[config.mk]
export PLATFORM = sky130hd
export DESIGN_NAME = smp_port
export DESIGN_NICKNAME = d
export VERILOG_FILES = /design/src/smp_pkg.sv /design/src/smp_fifo.sv /design/src/smp_port.sv
export SDC_FILE = /design/constraint.sdc
export NUM_CORES = 1
export LEC_CHECK = 0
export ABC_AREA = 1
export BUFFER_PORTS_ARGS = -buffer_cell sky130_fd_sc_hd__buf_2
export CAP_MARGIN = 20
export CORE_MARGIN = 2
export CORE_UTILIZATION = 35
export DETAILED_ROUTE_END_ITERATION = 7
export SYNTH_ARGS = -nofsm -noshare
export SYNTH_HDL_FRONTEND = slang
export SYNTH_SLANG_ARGS = --single-unit
[constraint.sdc]
create_clock -name clock -period 4.4 [get_ports clock]
set_clock_uncertainty 0.15 [all_clocks]
set_input_delay 1.1 -clock clock [delete_from_list [all_inputs] [get_ports clock]]
set_output_delay 1.1 -clock clock [all_outputs]
set_load 0.01 [all_outputs]
[src/smp_pkg.sv]
package smp_pkg;
    localparam logic [7:0] ENABLE_B1 = 8'hAC;
    localparam logic [7:0] ENABLE_B2 = 8'h53;
    localparam logic [7:0] ERASED = 8'hFF;
    localparam logic [2:0] ERASE_B2_TOP = 3'h4;
    localparam logic [7:0] OPC_READ_PM = 8'h20;
    localparam logic [7:0] OPC_LOAD_PM = 8'h40;
    localparam logic [7:0] OPC_WRITE_PG = 8'h4C;
    localparam logic [7:0] OPC_READ_EE = 8'hA0;
    localparam logic [7:0] OPC_WRITE_EE = 8'hC0;
    localparam int H_BIT = 3;
    localparam logic [7:0] H_MASK = 8'h08;
    localparam logic [2:0] LAST_BIT = 3'h7;
    localparam logic [1:0] IDX_B1 = 2'h0;
    localparam logic [1:0] IDX_B2 = 2'h1;
    localparam logic [1:0] IDX_B3 = 2'h2;
    localparam logic [1:0] IDX_B4 = 2'h3;
    localparam int WORD_AW = 12;
    localparam int PAGE_WW = 5;
    localparam int PAGE_NW = 7;
    localparam int EE_AW = 9;
    localparam int FIFO_DEPTH = 32;
    localparam int FIFO_W = 2 + WORD_AW + 1 + 8;
    typedef enum logic [1:0] {
        SMP_IDLE = 2'h0,
        SMP_WAIT_EN = 2'h1,
        SMP_ENABLED = 2'h3
    } smp_state_e;
    typedef enum logic [1:0] {
        WR_LOAD = 2'h0,
        WR_PAGE = 2'h1,
        WR_EEPROM = 2'h2,
        WR_ERASE = 2'h3
    } smp_wop_e;
endpackage : smp_pkg

[src/smp_fifo.sv]
module smp_fifo #(
    parameter int WIDTH = 8,
    parameter int DEPTH = 32
) (
    input wire logic clock,
    input wire logic reset_n,
    input wire logic in_valid,
    output logic in_ready,
    input wire logic [WIDTH-1:0] in_data,
    output logic out_valid,
    input wire logic out_ready,
    output logic [WIDTH-1:0] out_data,
    output logic empty
);
    localparam int AW = $clog2(DEPTH);
    localparam int CW = $clog2(DEPTH + 1);
    localparam logic [CW-1:0] FULL_CNT = CW'(DEPTH);
    localparam logic [AW-1:0] LAST_PTR = AW'(DEPTH - 1);

    logic [WIDTH-1:0] mem_q [DEPTH];
    logic [AW-1:0] wr_q;
    logic [AW-1:0] rd_q;
    logic [CW-1:0] cnt_q;
    logic ov_q;
    logic [WIDTH-1:0] od_q;
    wire push = in_valid & in_ready;
    wire mem_empty = (cnt_q == '0);
    // the output stage refills only when drained, so a stalled sink fills the store
    wire pop = ~mem_empty & (~ov_q | out_ready);

    // the output stage counts as one of the DEPTH words
    assign in_ready = ((cnt_q + CW'(ov_q)) != FULL_CNT);
    assign out_valid = ov_q;
    assign out_data = od_q;
    assign empty = mem_empty & ~ov_q;

    always_ff @(posedge clock) begin
        if (push) begin
            mem_q[wr_q] <= in_data;
        end
    end

    always_ff @(posedge clock) begin
        if (!reset_n) begin
            wr_q <= '0;
            rd_q <= '0;
            cnt_q <= '0;
            ov_q <= 1'b0;
            od_q <= '0;
        end else begin
            if (push) wr_q <= (wr_q == LAST_PTR) ? '0 : wr_q + 1'b1;
            if (pop) rd_q <= (rd_q == LAST_PTR) ? '0 : rd_q + 1'b1;
            cnt_q <= cnt_q + CW'(push) - CW'(pop);
            ov_q <= pop | (ov_q & ~out_ready);
            if (pop) od_q <= mem_q[rd_q];
        end
    end
endmodule : smp_fifo

[src/smp_port.sv]
// Functional notes
// - programming only while reset pin held low; writes already queued still go out on nvm_valid after it goes high
// - enable instruction required before program or erase
// - chip erase sets both arrays to FF
// - MOSI bits sampled on SCK rising edge
// - MISO bits change on SCK falling edge
// - byte 0x53 echoes during third enable byte
// - load carries 5 word bits plus byte
// - write page commits buffer at 7-bit page
// - EEPROM write auto-erases then programs one byte
// - read returns memory content on MISO
// - reset pin high leaves programming mode
// - reading page under programming returns FF
// - enable is AC, 53, two don't-care bytes
module smp_port (
    input wire logic clock,
    input wire logic reset_n,
    input wire logic rst_pin_n,
    input wire logic sck,
    input wire logic mosi,
    output logic miso,
    output logic miso_oe,
    output logic prog_active,
    output logic nvm_valid,
    input wire logic nvm_ready,
    output logic [1:0] nvm_op,
    output logic [smp_pkg::WORD_AW-1:0] nvm_addr,
    output logic nvm_hi,
    output logic [7:0] nvm_data,
    input wire logic nvm_busy,
    output logic rd_req,
    output logic rd_ee,
    output logic [smp_pkg::WORD_AW-1:0] rd_addr,
    output logic rd_hi,
    input wire logic [7:0] rd_data
);
    import smp_pkg::*;

    // pin synchronisers, first stage read only by second
    logic sck_s1_q, sck_s2_q, sck_s3_q;
    logic mosi_s1_q, mosi_s2_q;
    logic rst_s1_q, rst_s2_q;

    always_ff @(posedge clock) begin
        if (!reset_n) begin
            sck_s1_q <= 1'b0;
            sck_s2_q <= 1'b0;
            sck_s3_q <= 1'b0;
            mosi_s1_q <= 1'b0;
            mosi_s2_q <= 1'b0;
            rst_s1_q <= 1'b1;
            rst_s2_q <= 1'b1;
        end else begin
            sck_s1_q <= sck;
            sck_s2_q <= sck_s1_q;
            sck_s3_q <= sck_s2_q;
            mosi_s1_q <= mosi;
            mosi_s2_q <= mosi_s1_q;
            rst_s1_q <= rst_pin_n;
            rst_s2_q <= rst_s1_q;
        end
    end

    // mosi and sck share sync depth, so the sampled bit lines up with the edge
    wire sck_rise = sck_s2_q & ~sck_s3_q;
    wire sck_fall = ~sck_s2_q & sck_s3_q;
    wire prog_pin = ~rst_s2_q;

    smp_state_e state_q, state_d;
    logic [4:0] bit_cnt_q;
    logic [7:0] in_sr_q;
    logic [7:0] b1_q, b2_q, b3_q;
    logic [7:0] out_sr_q;
    logic miso_q, miso_oe_q, active_q;
    logic rd_req_q, rd_cap_q, rd_ee_q, rd_hi_q;
    logic [WORD_AW-1:0] rd_addr_q;
    logic flash_pend_q, ee_pend_q, erase_pend_q;
    logic [PAGE_NW-1:0] pend_page_q;
    logic [EE_AW-1:0] pend_ee_q;

    wire linked = (state_q != SMP_IDLE);
    wire enabled = (state_q == SMP_ENABLED);
    wire [7:0] rx_byte = {in_sr_q[6:0], mosi_s2_q};
    wire [1:0] byte_idx = bit_cnt_q[4:3];
    wire byte_done = linked & sck_rise & (bit_cnt_q[2:0] == LAST_BIT);
    wire instr_done = byte_done & (byte_idx == IDX_B4);

    // decode on the stored first byte; H selects the high byte
    wire [7:0] op_noh = b1_q & ~H_MASK;
    wire is_enable = (b1_q == ENABLE_B1) & (b2_q == ENABLE_B2);
    wire is_erase = (b1_q == ENABLE_B1) & (b2_q[7:5] == ERASE_B2_TOP);
    wire is_load = (op_noh == OPC_LOAD_PM) & (b1_q != OPC_WRITE_PG);
    wire is_page = (b1_q == OPC_WRITE_PG);
    wire is_eewr = (b1_q == OPC_WRITE_EE);
    wire is_rd_pm = (op_noh == OPC_READ_PM);
    wire is_rd_ee = (b1_q == OPC_READ_EE);

    // read address is complete once the third byte is in
    wire [WORD_AW-1:0] rd_pm_addr = {b2_q[3:0], rx_byte};
    wire [WORD_AW-1:0] rd_ee_addr = WORD_AW'({b2_q[0], rx_byte});
    wire rd_start = enabled & byte_done & (byte_idx == IDX_B3) & (is_rd_pm | is_rd_ee);

    // write requests are queued only once enabled
    wire [WORD_AW-1:0] page_addr = {b2_q[3:0], b3_q[7:5], PAGE_WW'(0)};
    wire [WORD_AW-1:0] load_addr = WORD_AW'(b3_q[PAGE_WW-1:0]);
    wire [WORD_AW-1:0] ee_addr = WORD_AW'({b2_q[0], b3_q});
    wire push_req = enabled & instr_done & (is_erase | is_load | is_page | is_eewr);
    wire fifo_ready;
    wire fifo_push = push_req & fifo_ready;
    wire fifo_empty;
    smp_wop_e push_op;
    logic [WORD_AW-1:0] push_addr;

    always_comb begin
        push_op = WR_LOAD;
        push_addr = load_addr;
        if (is_erase) begin
            push_op = WR_ERASE;
            push_addr = '0;
        end else if (is_page) begin
            push_op = WR_PAGE;
            push_addr = page_addr;
        end else if (is_eewr) begin
            push_op = WR_EEPROM;
            push_addr = ee_addr;
        end
    end

    wire [FIFO_W-1:0] push_word = {push_op, push_addr, b1_q[H_BIT], rx_byte};
    wire [FIFO_W-1:0] pop_word;

    smp_fifo #(
        .WIDTH(FIFO_W),
        .DEPTH(FIFO_DEPTH)
    ) u_fifo (
        .clock(clock),
        .reset_n(reset_n),
        .in_valid(push_req),
        .in_ready(fifo_ready),
        .in_data(push_word),
        .out_valid(nvm_valid),
        .out_ready(nvm_ready),
        .out_data(pop_word),
        .empty(fifo_empty)
    );

    assign nvm_op = pop_word[FIFO_W-1 -: 2];
    assign nvm_addr = pop_word[FIFO_W-3 -: WORD_AW];
    assign nvm_hi = pop_word[8];
    assign nvm_data = pop_word[7:0];

    // self-timed write still running somewhere behind the queue
    wire arr_idle = fifo_empty & ~nvm_busy;
    wire set_page = fifo_push & (push_op == WR_PAGE);
    wire set_ee = fifo_push & (push_op == WR_EEPROM);
    wire set_erase = fifo_push & (push_op == WR_ERASE);

    // polled location reads FF until the write is done
    wire poll_hit = erase_pend_q
        | (~rd_ee_q & flash_pend_q & (rd_addr_q[WORD_AW-1:PAGE_WW] == pend_page_q))
        | (rd_ee_q & ee_pend_q & (rd_addr_q[EE_AW-1:0] == pend_ee_q));
    wire [7:0] read_val = poll_hit ? ERASED : rd_data;

    always_comb begin
        state_d = state_q;
        case (state_q)
            SMP_IDLE: begin
                if (prog_pin) state_d = SMP_WAIT_EN;
            end
            SMP_WAIT_EN: begin
                if (!prog_pin) state_d = SMP_IDLE;
                else if (instr_done & is_enable) state_d = SMP_ENABLED;
            end
            SMP_ENABLED: begin
                if (!prog_pin) state_d = SMP_IDLE;
            end
            default: state_d = SMP_IDLE;
        endcase
    end

    always_ff @(posedge clock) begin
        if (!reset_n) begin
            state_q <= SMP_IDLE;
            bit_cnt_q <= '0;
            in_sr_q <= '0;
        end else begin
            state_q <= state_d;
            if (!linked) begin
                bit_cnt_q <= '0;
            end else if (sck_rise) begin
                bit_cnt_q <= bit_cnt_q + 1'b1;
                in_sr_q <= rx_byte;
            end
        end
    end

    always_ff @(posedge clock) begin
        if (!reset_n) begin
            b1_q <= '0;
            b2_q <= '0;
            b3_q <= '0;
        end else if (byte_done) begin
            if (byte_idx == IDX_B1) b1_q <= rx_byte;
            if (byte_idx == IDX_B2) b2_q <= rx_byte;
            if (byte_idx == IDX_B3) b3_q <= rx_byte;
        end
    end

    // each byte echoes the one before it; read data overrides byte four
    always_ff @(posedge clock) begin
        if (!reset_n) begin
            out_sr_q <= '0;
            miso_q <= 1'b0;
        end else if (!linked) begin
            out_sr_q <= '0;
            miso_q <= 1'b0;
        end else if (rd_cap_q) begin
            out_sr_q <= read_val;
        end else if (byte_done) begin
            out_sr_q <= rx_byte;
        end else if (sck_fall) begin
            miso_q <= out_sr_q[7];
            out_sr_q <= {out_sr_q[6:0], 1'b0};
        end
    end

    always_ff @(posedge clock) begin
        if (!reset_n) begin
            rd_req_q <= 1'b0;
            rd_cap_q <= 1'b0;
            rd_ee_q <= 1'b0;
            rd_hi_q <= 1'b0;
            rd_addr_q <= '0;
        end else begin
            rd_req_q <= rd_start;
            rd_cap_q <= rd_req_q;
            if (rd_start) begin
                rd_ee_q <= is_rd_ee;
                rd_hi_q <= b1_q[H_BIT];
                rd_addr_q <= is_rd_ee ? rd_ee_addr : rd_pm_addr;
            end
        end
    end

    // set beats clear when a new write lands as the old one ends
    always_ff @(posedge clock) begin
        if (!reset_n) begin
            flash_pend_q <= 1'b0;
            ee_pend_q <= 1'b0;
            erase_pend_q <= 1'b0;
            pend_page_q <= '0;
            pend_ee_q <= '0;
        end else begin
            flash_pend_q <= set_page | (flash_pend_q & ~arr_idle);
            ee_pend_q <= set_ee | (ee_pend_q & ~arr_idle);
            erase_pend_q <= set_erase | (erase_pend_q & ~arr_idle);
            if (set_page) pend_page_q <= push_addr[WORD_AW-1:PAGE_WW];
            if (set_ee) pend_ee_q <= push_addr[EE_AW-1:0];
        end
    end

    always_ff @(posedge clock) begin
        if (!reset_n) begin
            miso_oe_q <= 1'b0;
            active_q <= 1'b0;
        end else begin
            miso_oe_q <= linked;
            active_q <= enabled;
        end
    end

    assign miso = miso_q;
    assign miso_oe = miso_oe_q;
    assign prog_active = active_q;
    assign rd_req = rd_req_q;
    assign rd_ee = rd_ee_q;
    assign rd_addr = rd_addr_q;
    assign rd_hi = rd_hi_q;
endmodule : smp_port

==> flow_summary.yaml, run 1 <==
floorplan:
  floorplan_row_count: 116
  die_x_um: 321
  height_of_the_die_um: 321
  core_region_area_sq_mm: 0.0997
  initial_utilization: 0.352
  area_of_the_die_sq_mm: 0.103
  floorplan.io_pins: 57
drt:
  finalWirelength_um: 94000
  drt_iter0_drc: 2279
  remaining_drc_errors: 2
  vias_per_cell: 5.10
  vias: 23500
  1st_pass_router_iterations: 8
  postRouteAntennaNets: 0
  routedWlPerCell_um: 20.5
setup_path:
  critical_path_required_ns: 4.52
  maximum_fanout_along_the_worst_path: 36
  worstSetupPathType: "reg -> reg"
  crit_start: "b1_q[3]"
  worstPathArrival_ns: 3.47
  critical_path.reg2reg.startpoint: "b1_q[3]"
  cp-start-kind: "flip-flop"
  worst_setup_path_end_kind: "flip-flop"
clock_tree:
  cts_hold_buf: 0
  cts.sinks: 867
  cts-root-to-sink-buffers: 3
  num_cts_buffers: 88
  number_of_gates_given_a_new_drive_strength_after_cts: 0
  clock_tree.htree_level_count: 3
  clk_transition_reported_paths_ns: 0.06
  ctsRootBufferMaster: "sky130_fd_sc_hd__clkbuf_16"
  clock_insertion_delay_worst_skew_ns: 0.66
  post_cts_buffers: 0
  tritoncts: "built"
synthesis:
  most_used_dff_post_synth: "sky130_fd_sc_hd__edfxtp_1"
  post_synth_edffs: 736
  net_count_after_synthesis: 3220
  synth.distinct_cells: 38
  syn_area_per_cell_sq_um: 11.0
  mappedNetlistArea_sq_mm: 0.0351
  ys_ff_latch: 867
  yosys_warnings: 0
  register_area_share_after_synthesis: 0.705
  asyncSetResetFlopFracSynth: 0
  synthesis.instances: 3182
placement:
  gp_routability_congestion: 0.804
  buffer_ports.inserted: 56
  numPlacedInstances: 4431
  post-dp-hpwl_um: 52700
power:
  p_per_area_mw_per_mm2: 529
  power.leakage_uw: 0.0150
  total_power_uw: 21100
  vdd_drop_max_uv: 361
status:
  violations: "DRC"
  status: "finished with violations"
timing:
  max_slew_margin: 0.231
  worst_pin_slew_ns: 1.15
  setup_viol: 0
  final.setup.tns_ns: 0
  grt_setup_unrepaired: "false"
  timing.final.crit_share: 0.762
  finalHoldViolCount: 0
  min_period_ns: 3.35
  finalMaxSlewViolations: 0
  max_clock_freq_mhz: 298
final_layout:
  most_common_library_cell_in_the_layout_ignoring_fill_and_taps: "sky130_fd_sc_hd__edfxtp_1"
  final-instance-count-excl-fill: 4595
  final_nets: 3263
  most-common-layout-cells: "736 x sky130_fd_sc_hd__edfxtp_1, 727 x sky130_fd_sc_hd__nand2_1, 397 x sky130_fd_sc_hd__nor2_1"
  fraction_of_final_layout_cells_sized_beyond_drive_strength_1: 0.102
  area_growth_pct: 13.8
min_path:
  worst_min_delay_path_startpoint: "rst_s1_q"
  hold_class: "reg -> reg"
global_routing:
  globalRouteTotalUtil: 0.180
  grt_antenna_before_repair: 0
  globalRouteOverflowTotal: 0
  first_pass_grt_wire_length_um: 140000
  largest_net_degree_at_the_start_of_global_routing: 123
  grt_pass1_vias: 22100
run:
  maxCapViolCount: 0
## cells by family after synthesis
family,share of synthesized area
DFF,0.705
and+or+nand+nor,0.161
adders and majority gates,0.00841
AOI/OAI and AO/OA,0.0879
buffers and inverters,0.0369
xor gates and xnor gates,0.00125
## path summary, 6_finish.rpt
check	endpoint	slack [ns]	cells past startpoint
worst max-delay path	u_fifo.mem_q[7][13]	1.05	6
worst min-delay path	rst_s2_q	0.26	1
worst max register to register	u_fifo.mem_q[7][13]	1.05	6
worst min register to register	rst_s2_q	0.26	1
## cell usage after synthesis (all sizes together) (47+ instances only)
master / n / area share
nor2: 442 / 0.048
nand3: 187 / 0.027
o211ai: 47 / 0.010
nand2: 737 / 0.080
buf: 69 / 0.0096
o22ai: 92 / 0.016
o21ai: 301 / 0.043
inv: 143 / 0.015
a21oi: 118 / 0.017
dfxtp: 131 / 0.075
clkbuf: 110 / 0.012
edfxtp: 736 / 0.63
## where the power goes
part	internal, uW	switching, uW	total, uW
Combinational	1360	3450	4810
Clock	4080	3150	7240
Sequential	8940	155	9100
Total	14400	6750	21100
## state kept, by name, summed over array words and instances (netlist names), 2 cells and up
name	flops
pend_ee_q	9
b2_q	8
pend_page_q	7
u_fifo.mem_q	736
b1_q	8
b3_q	8
u_fifo.out_data	23
rd_addr	12
in_sr_q	7
u_fifo.wr_q	5
bit_cnt_q	5
out_sr_q	8
u_fifo.rd_q	5
state_q	2
u_fifo.cnt_q	6
## per-layer routing
layer,vias up,routed length [um],global-route usage
li1,11100,-,-
met1,11500,42400,0.259
met2,760,42700,0.275
met3,109,6820,0.0323
met4,0,2050,0.0563
met5,-,0,0
## stage by stage
stage / instance area (sq um) / util / hold WS [ns] / setup WS, ns
floorplan: 35100 / - / 0.240 / 1.05
global placement: 37100 / 0.372 / 0.245 / 1.05
detailed placement: 37100 / 0.372 / 0.248 / 1.07
CTS: 39900 / 0.400 / 0.262 / 1.05
global route: 39900 / 0.401 / 0.287 / 0.838
finish: 39900 / 0.401 / 0.259 / 1.05
## critical path, cell delays in order (launching register included)
cell and delay [ns]:
sky130_fd_sc_hd__dfxtp_1 0.30, sky130_fd_sc_hd__buf_4 0.26, sky130_fd_sc_hd__nand3_1 0.16, sky130_fd_sc_hd__inv_1 0.05, sky130_fd_sc_hd__nand2_1 0.19, sky130_fd_sc_hd__nand2_1 0.66
sky130_fd_sc_hd__nor2_4 1.15
## area by class of cell
class	count	area (sq um)
fillers	9384	59800
flip-flops and latches	867	24700
multi-input cells	1991	9230
clock buffers	105	2340
well taps	1298	1620
repair buffers	132	1030
inverters	145	557
clock inverters	56	412
diodes	1	2.50
No activity file was read; power rests on OpenSTA's default activity.
==> inputs of run 2 (changes only) <==
- clock period: 4.4 -> 2.9 ns (I/O delays scaled with it)
==> run 2 against run 1 <==
The flow now finishes without violations; sequential power increased by 52%; fmax up 22%; power rose by 53%; sequential share of layout area decreased by 1.2 points; routed wire length grew 1.2%; register-to-register slack got worse by 0.89 ns.
==> flow_summary.yaml, run 2 (synthesis results as in run 1) <==
global_routing:
  globalRouteOverflowTotal: 0
  globalRouteTotalUtil: 0.183
  first_pass_grt_wire_length_um: 142000
  largest_net_degree_at_the_start_of_global_routing: 102
  grt_antenna_before_repair: 0
  grt_pass1_vias: 22600
drt:
  met3_length_um: 7850
  met1Wirelength_um: 43500
  finalWirelength_um: 95200
  1st_pass_router_iterations: 5
  vias: 23900
  vias_per_cell: 5.13
  postRouteAntennaNets: 0
  met2_wirelength_um: 41700
  remaining_drc_errors: 0
  drt_iter0_drc: 2841
  highest-signal-layer: "met4"
  routedWlPerCell_um: 20.4
timing:
  timing.final.crit_share: 0.944
  finalWorstSetupSlack_ns: 0.163
  min_period_ns: 2.74
  final.setup.tns_ns: 0
  worst_pin_slew_ns: 0.814
  finalHoldViolCount: 0
  grt_setup_unrepaired: "true"
  max_clock_freq_mhz: 365
  finalMaxSlewViolations: 0
  setup_viol: 0
  max_slew_margin: 0.454
final_layout:
  num_antenna_cells: 0
  fraction_of_final_layout_cells_sized_beyond_drive_strength_1: 0.123
  final_nets: 3333
  area_growth_pct: 16.1
  stdcell_area_sq_mm: 0.0407
  fill_cells: 9299
  most-common-layout-cells: "736 x sky130_fd_sc_hd__edfxtp_1, 728 x sky130_fd_sc_hd__nand2_1, 397 x sky130_fd_sc_hd__nor2_1"
  largest_register_ff_count: 736
  most_common_library_cell_in_the_layout_ignoring_fill_and_taps: "sky130_fd_sc_hd__edfxtp_1"
  final-instance-count-excl-fill: 4660
  regMostFlops: "u_fifo.mem_q"
min_path:
  hold_class: "in -> reg"
  worst_min_delay_path_startpoint: "mosi"
power:
  p_per_area_mw_per_mm2: 793
  power.leakage_uw: 0.0158
  vdd_drop_max_uv: 477
  total_power_uw: 32300
placement:
  post-dp-hpwl_um: 58500
  placement.cell_area_sq_mm: 0.0380
  numPlacedInstances: 4504
  dpl_worst_slack_ns: 0.0357
  buffer_ports.inserted: 56
  gp_routability_congestion: 0.838
setup_path:
  r2r_slack_ns: 0.16
  crit_path_max_incr_delay_ns: 0.32
  r2r.worst_path.cells: 12
  critical_path.endpoint: "u_fifo.mem_q[3][13]"
  worstPathArrival_ns: 2.93
  critical_path.reg2reg.startpoint: "u_fifo.out_valid"
  maximum_fanout_along_the_worst_path: 23
  critical_path_required_ns: 3.09
  timing.critical_path.cells: "ha_1 -> ha_1 -> buf_4 -> nor2_1 -> nor2_1 -> nand4_1 -> nand2_1 -> nor2_4 -> buf_6 -> nand3_4 -> nor3_4 -> buf_12"
  crit_start: "u_fifo.out_valid"
  worstSetupPathType: "reg -> reg"
  worst_setup_path_end_kind: "flip-flop"
  worst_path_max_delay_cell: "sky130_fd_sc_hd__dfxtp_1"
  cp-start-kind: "flip-flop"
  r2r_end: "u_fifo.mem_q[3][13]"
clock_tree:
  cts_hold_buf: 0
  clk_transition_reported_paths_ns: 0.06
  post_cts_buffers: 0
  tritoncts: "built"
  cts-root-to-sink-buffers: 3
  ctsRootBufferMaster: "sky130_fd_sc_hd__clkbuf_16"
  clock_tree.htree_level_count: 3
  num_cts_buffers: 87
  clock_insertion_delay_worst_skew_ns: 0.65
  cts.sinks: 867
status:
  status: "complete, no violations"
floorplan:
  floorplan.io_pins: 57
  area_of_the_die_sq_mm: 0.103
  floorplan_row_count: 116
  core_region_area_sq_mm: 0.0997
  die_x_um: 321
  initial_utilization: 0.352
  height_of_the_die_um: 321
run:
  maxCapViolCount: 0
## run 2: cell count changes in the layout (fill, tap and decap cells not counted), sizes merged
cell / before / now
buf: 132 / 203
clkbuf: 105 / 122
clkinv: 49 / 34
inv: 147 / 143
bufinv: 5 / 2
diode: 1 / 0
## run 2: how the worst min path moves through the flow
stage | endpoint | slack [ns] | depth (start not counted)
CTS | mosi_s1_q | 0.09 | 3
finish | mosi_s1_q | 0.12 | 3
global route | rst_s1_q | 0.11 | 2
detailed placement | rst_s2_q | 0.25 | 1
floorplan | mosi_s2_q | 0.24 | 2
global placement | rst_s2_q | 0.25 | 1
## run 2: metal layers
metal / vias to the layer above / global-route usage
li1: 11300 / -
met1: 11600 / 0.273
met2: 908 / 0.276
met3: 122 / 0.0299
met4: 0 / 0.0483
met5: - / 0
## run 2: area by class of cell
cell class,instances,area [sq um],share of cell area
flip-flops and latches,867,24700,0.607
multi-input cells,1991,9230,0.227
clock buffers,122,2470,0.0606
repair buffers,203,1890,0.0464
well taps,1298,1620,0.0399
inverters,145,558,0.0137
clock inverters,34,231,0.00568
## run 2: what timing repair did
action / in CTS / in global routing
resized for setup: 0 / 6
setup endpoints to repair: 0 / 427
endpoints found under the hold margin: 0 / 0
## run 2: worst max-delay path: cells and delay by family (launching register included)
family | cells | cell delay [ns]
AND/OR/NAND/NOR | 7 | 0.95
buffers and inverters | 3 | 0.57
adder cells (fa/ha/maj) | 2 | 0.43
flip-flops | 1 | 0.32
## run 2: per-stage QoR
stage	hold slack, ns	utilization
5_1_grt	0.110	0.409
4_1_cts	0.0910	0.408
2_1_floorplan	0.240	-
3_3_place_gp	0.250	0.381
6_report	0.118	0.409
3_5_place_dp	0.254	0.381
## run 2: where the power goes
group          internal [uW]  leakage (uW)  switching (uW)
Combinational           2390       0.00567            5360
Sequential             13600       0.00879             200
Clock                   6110       0.00134            4690
Total                  22100        0.0158           10300
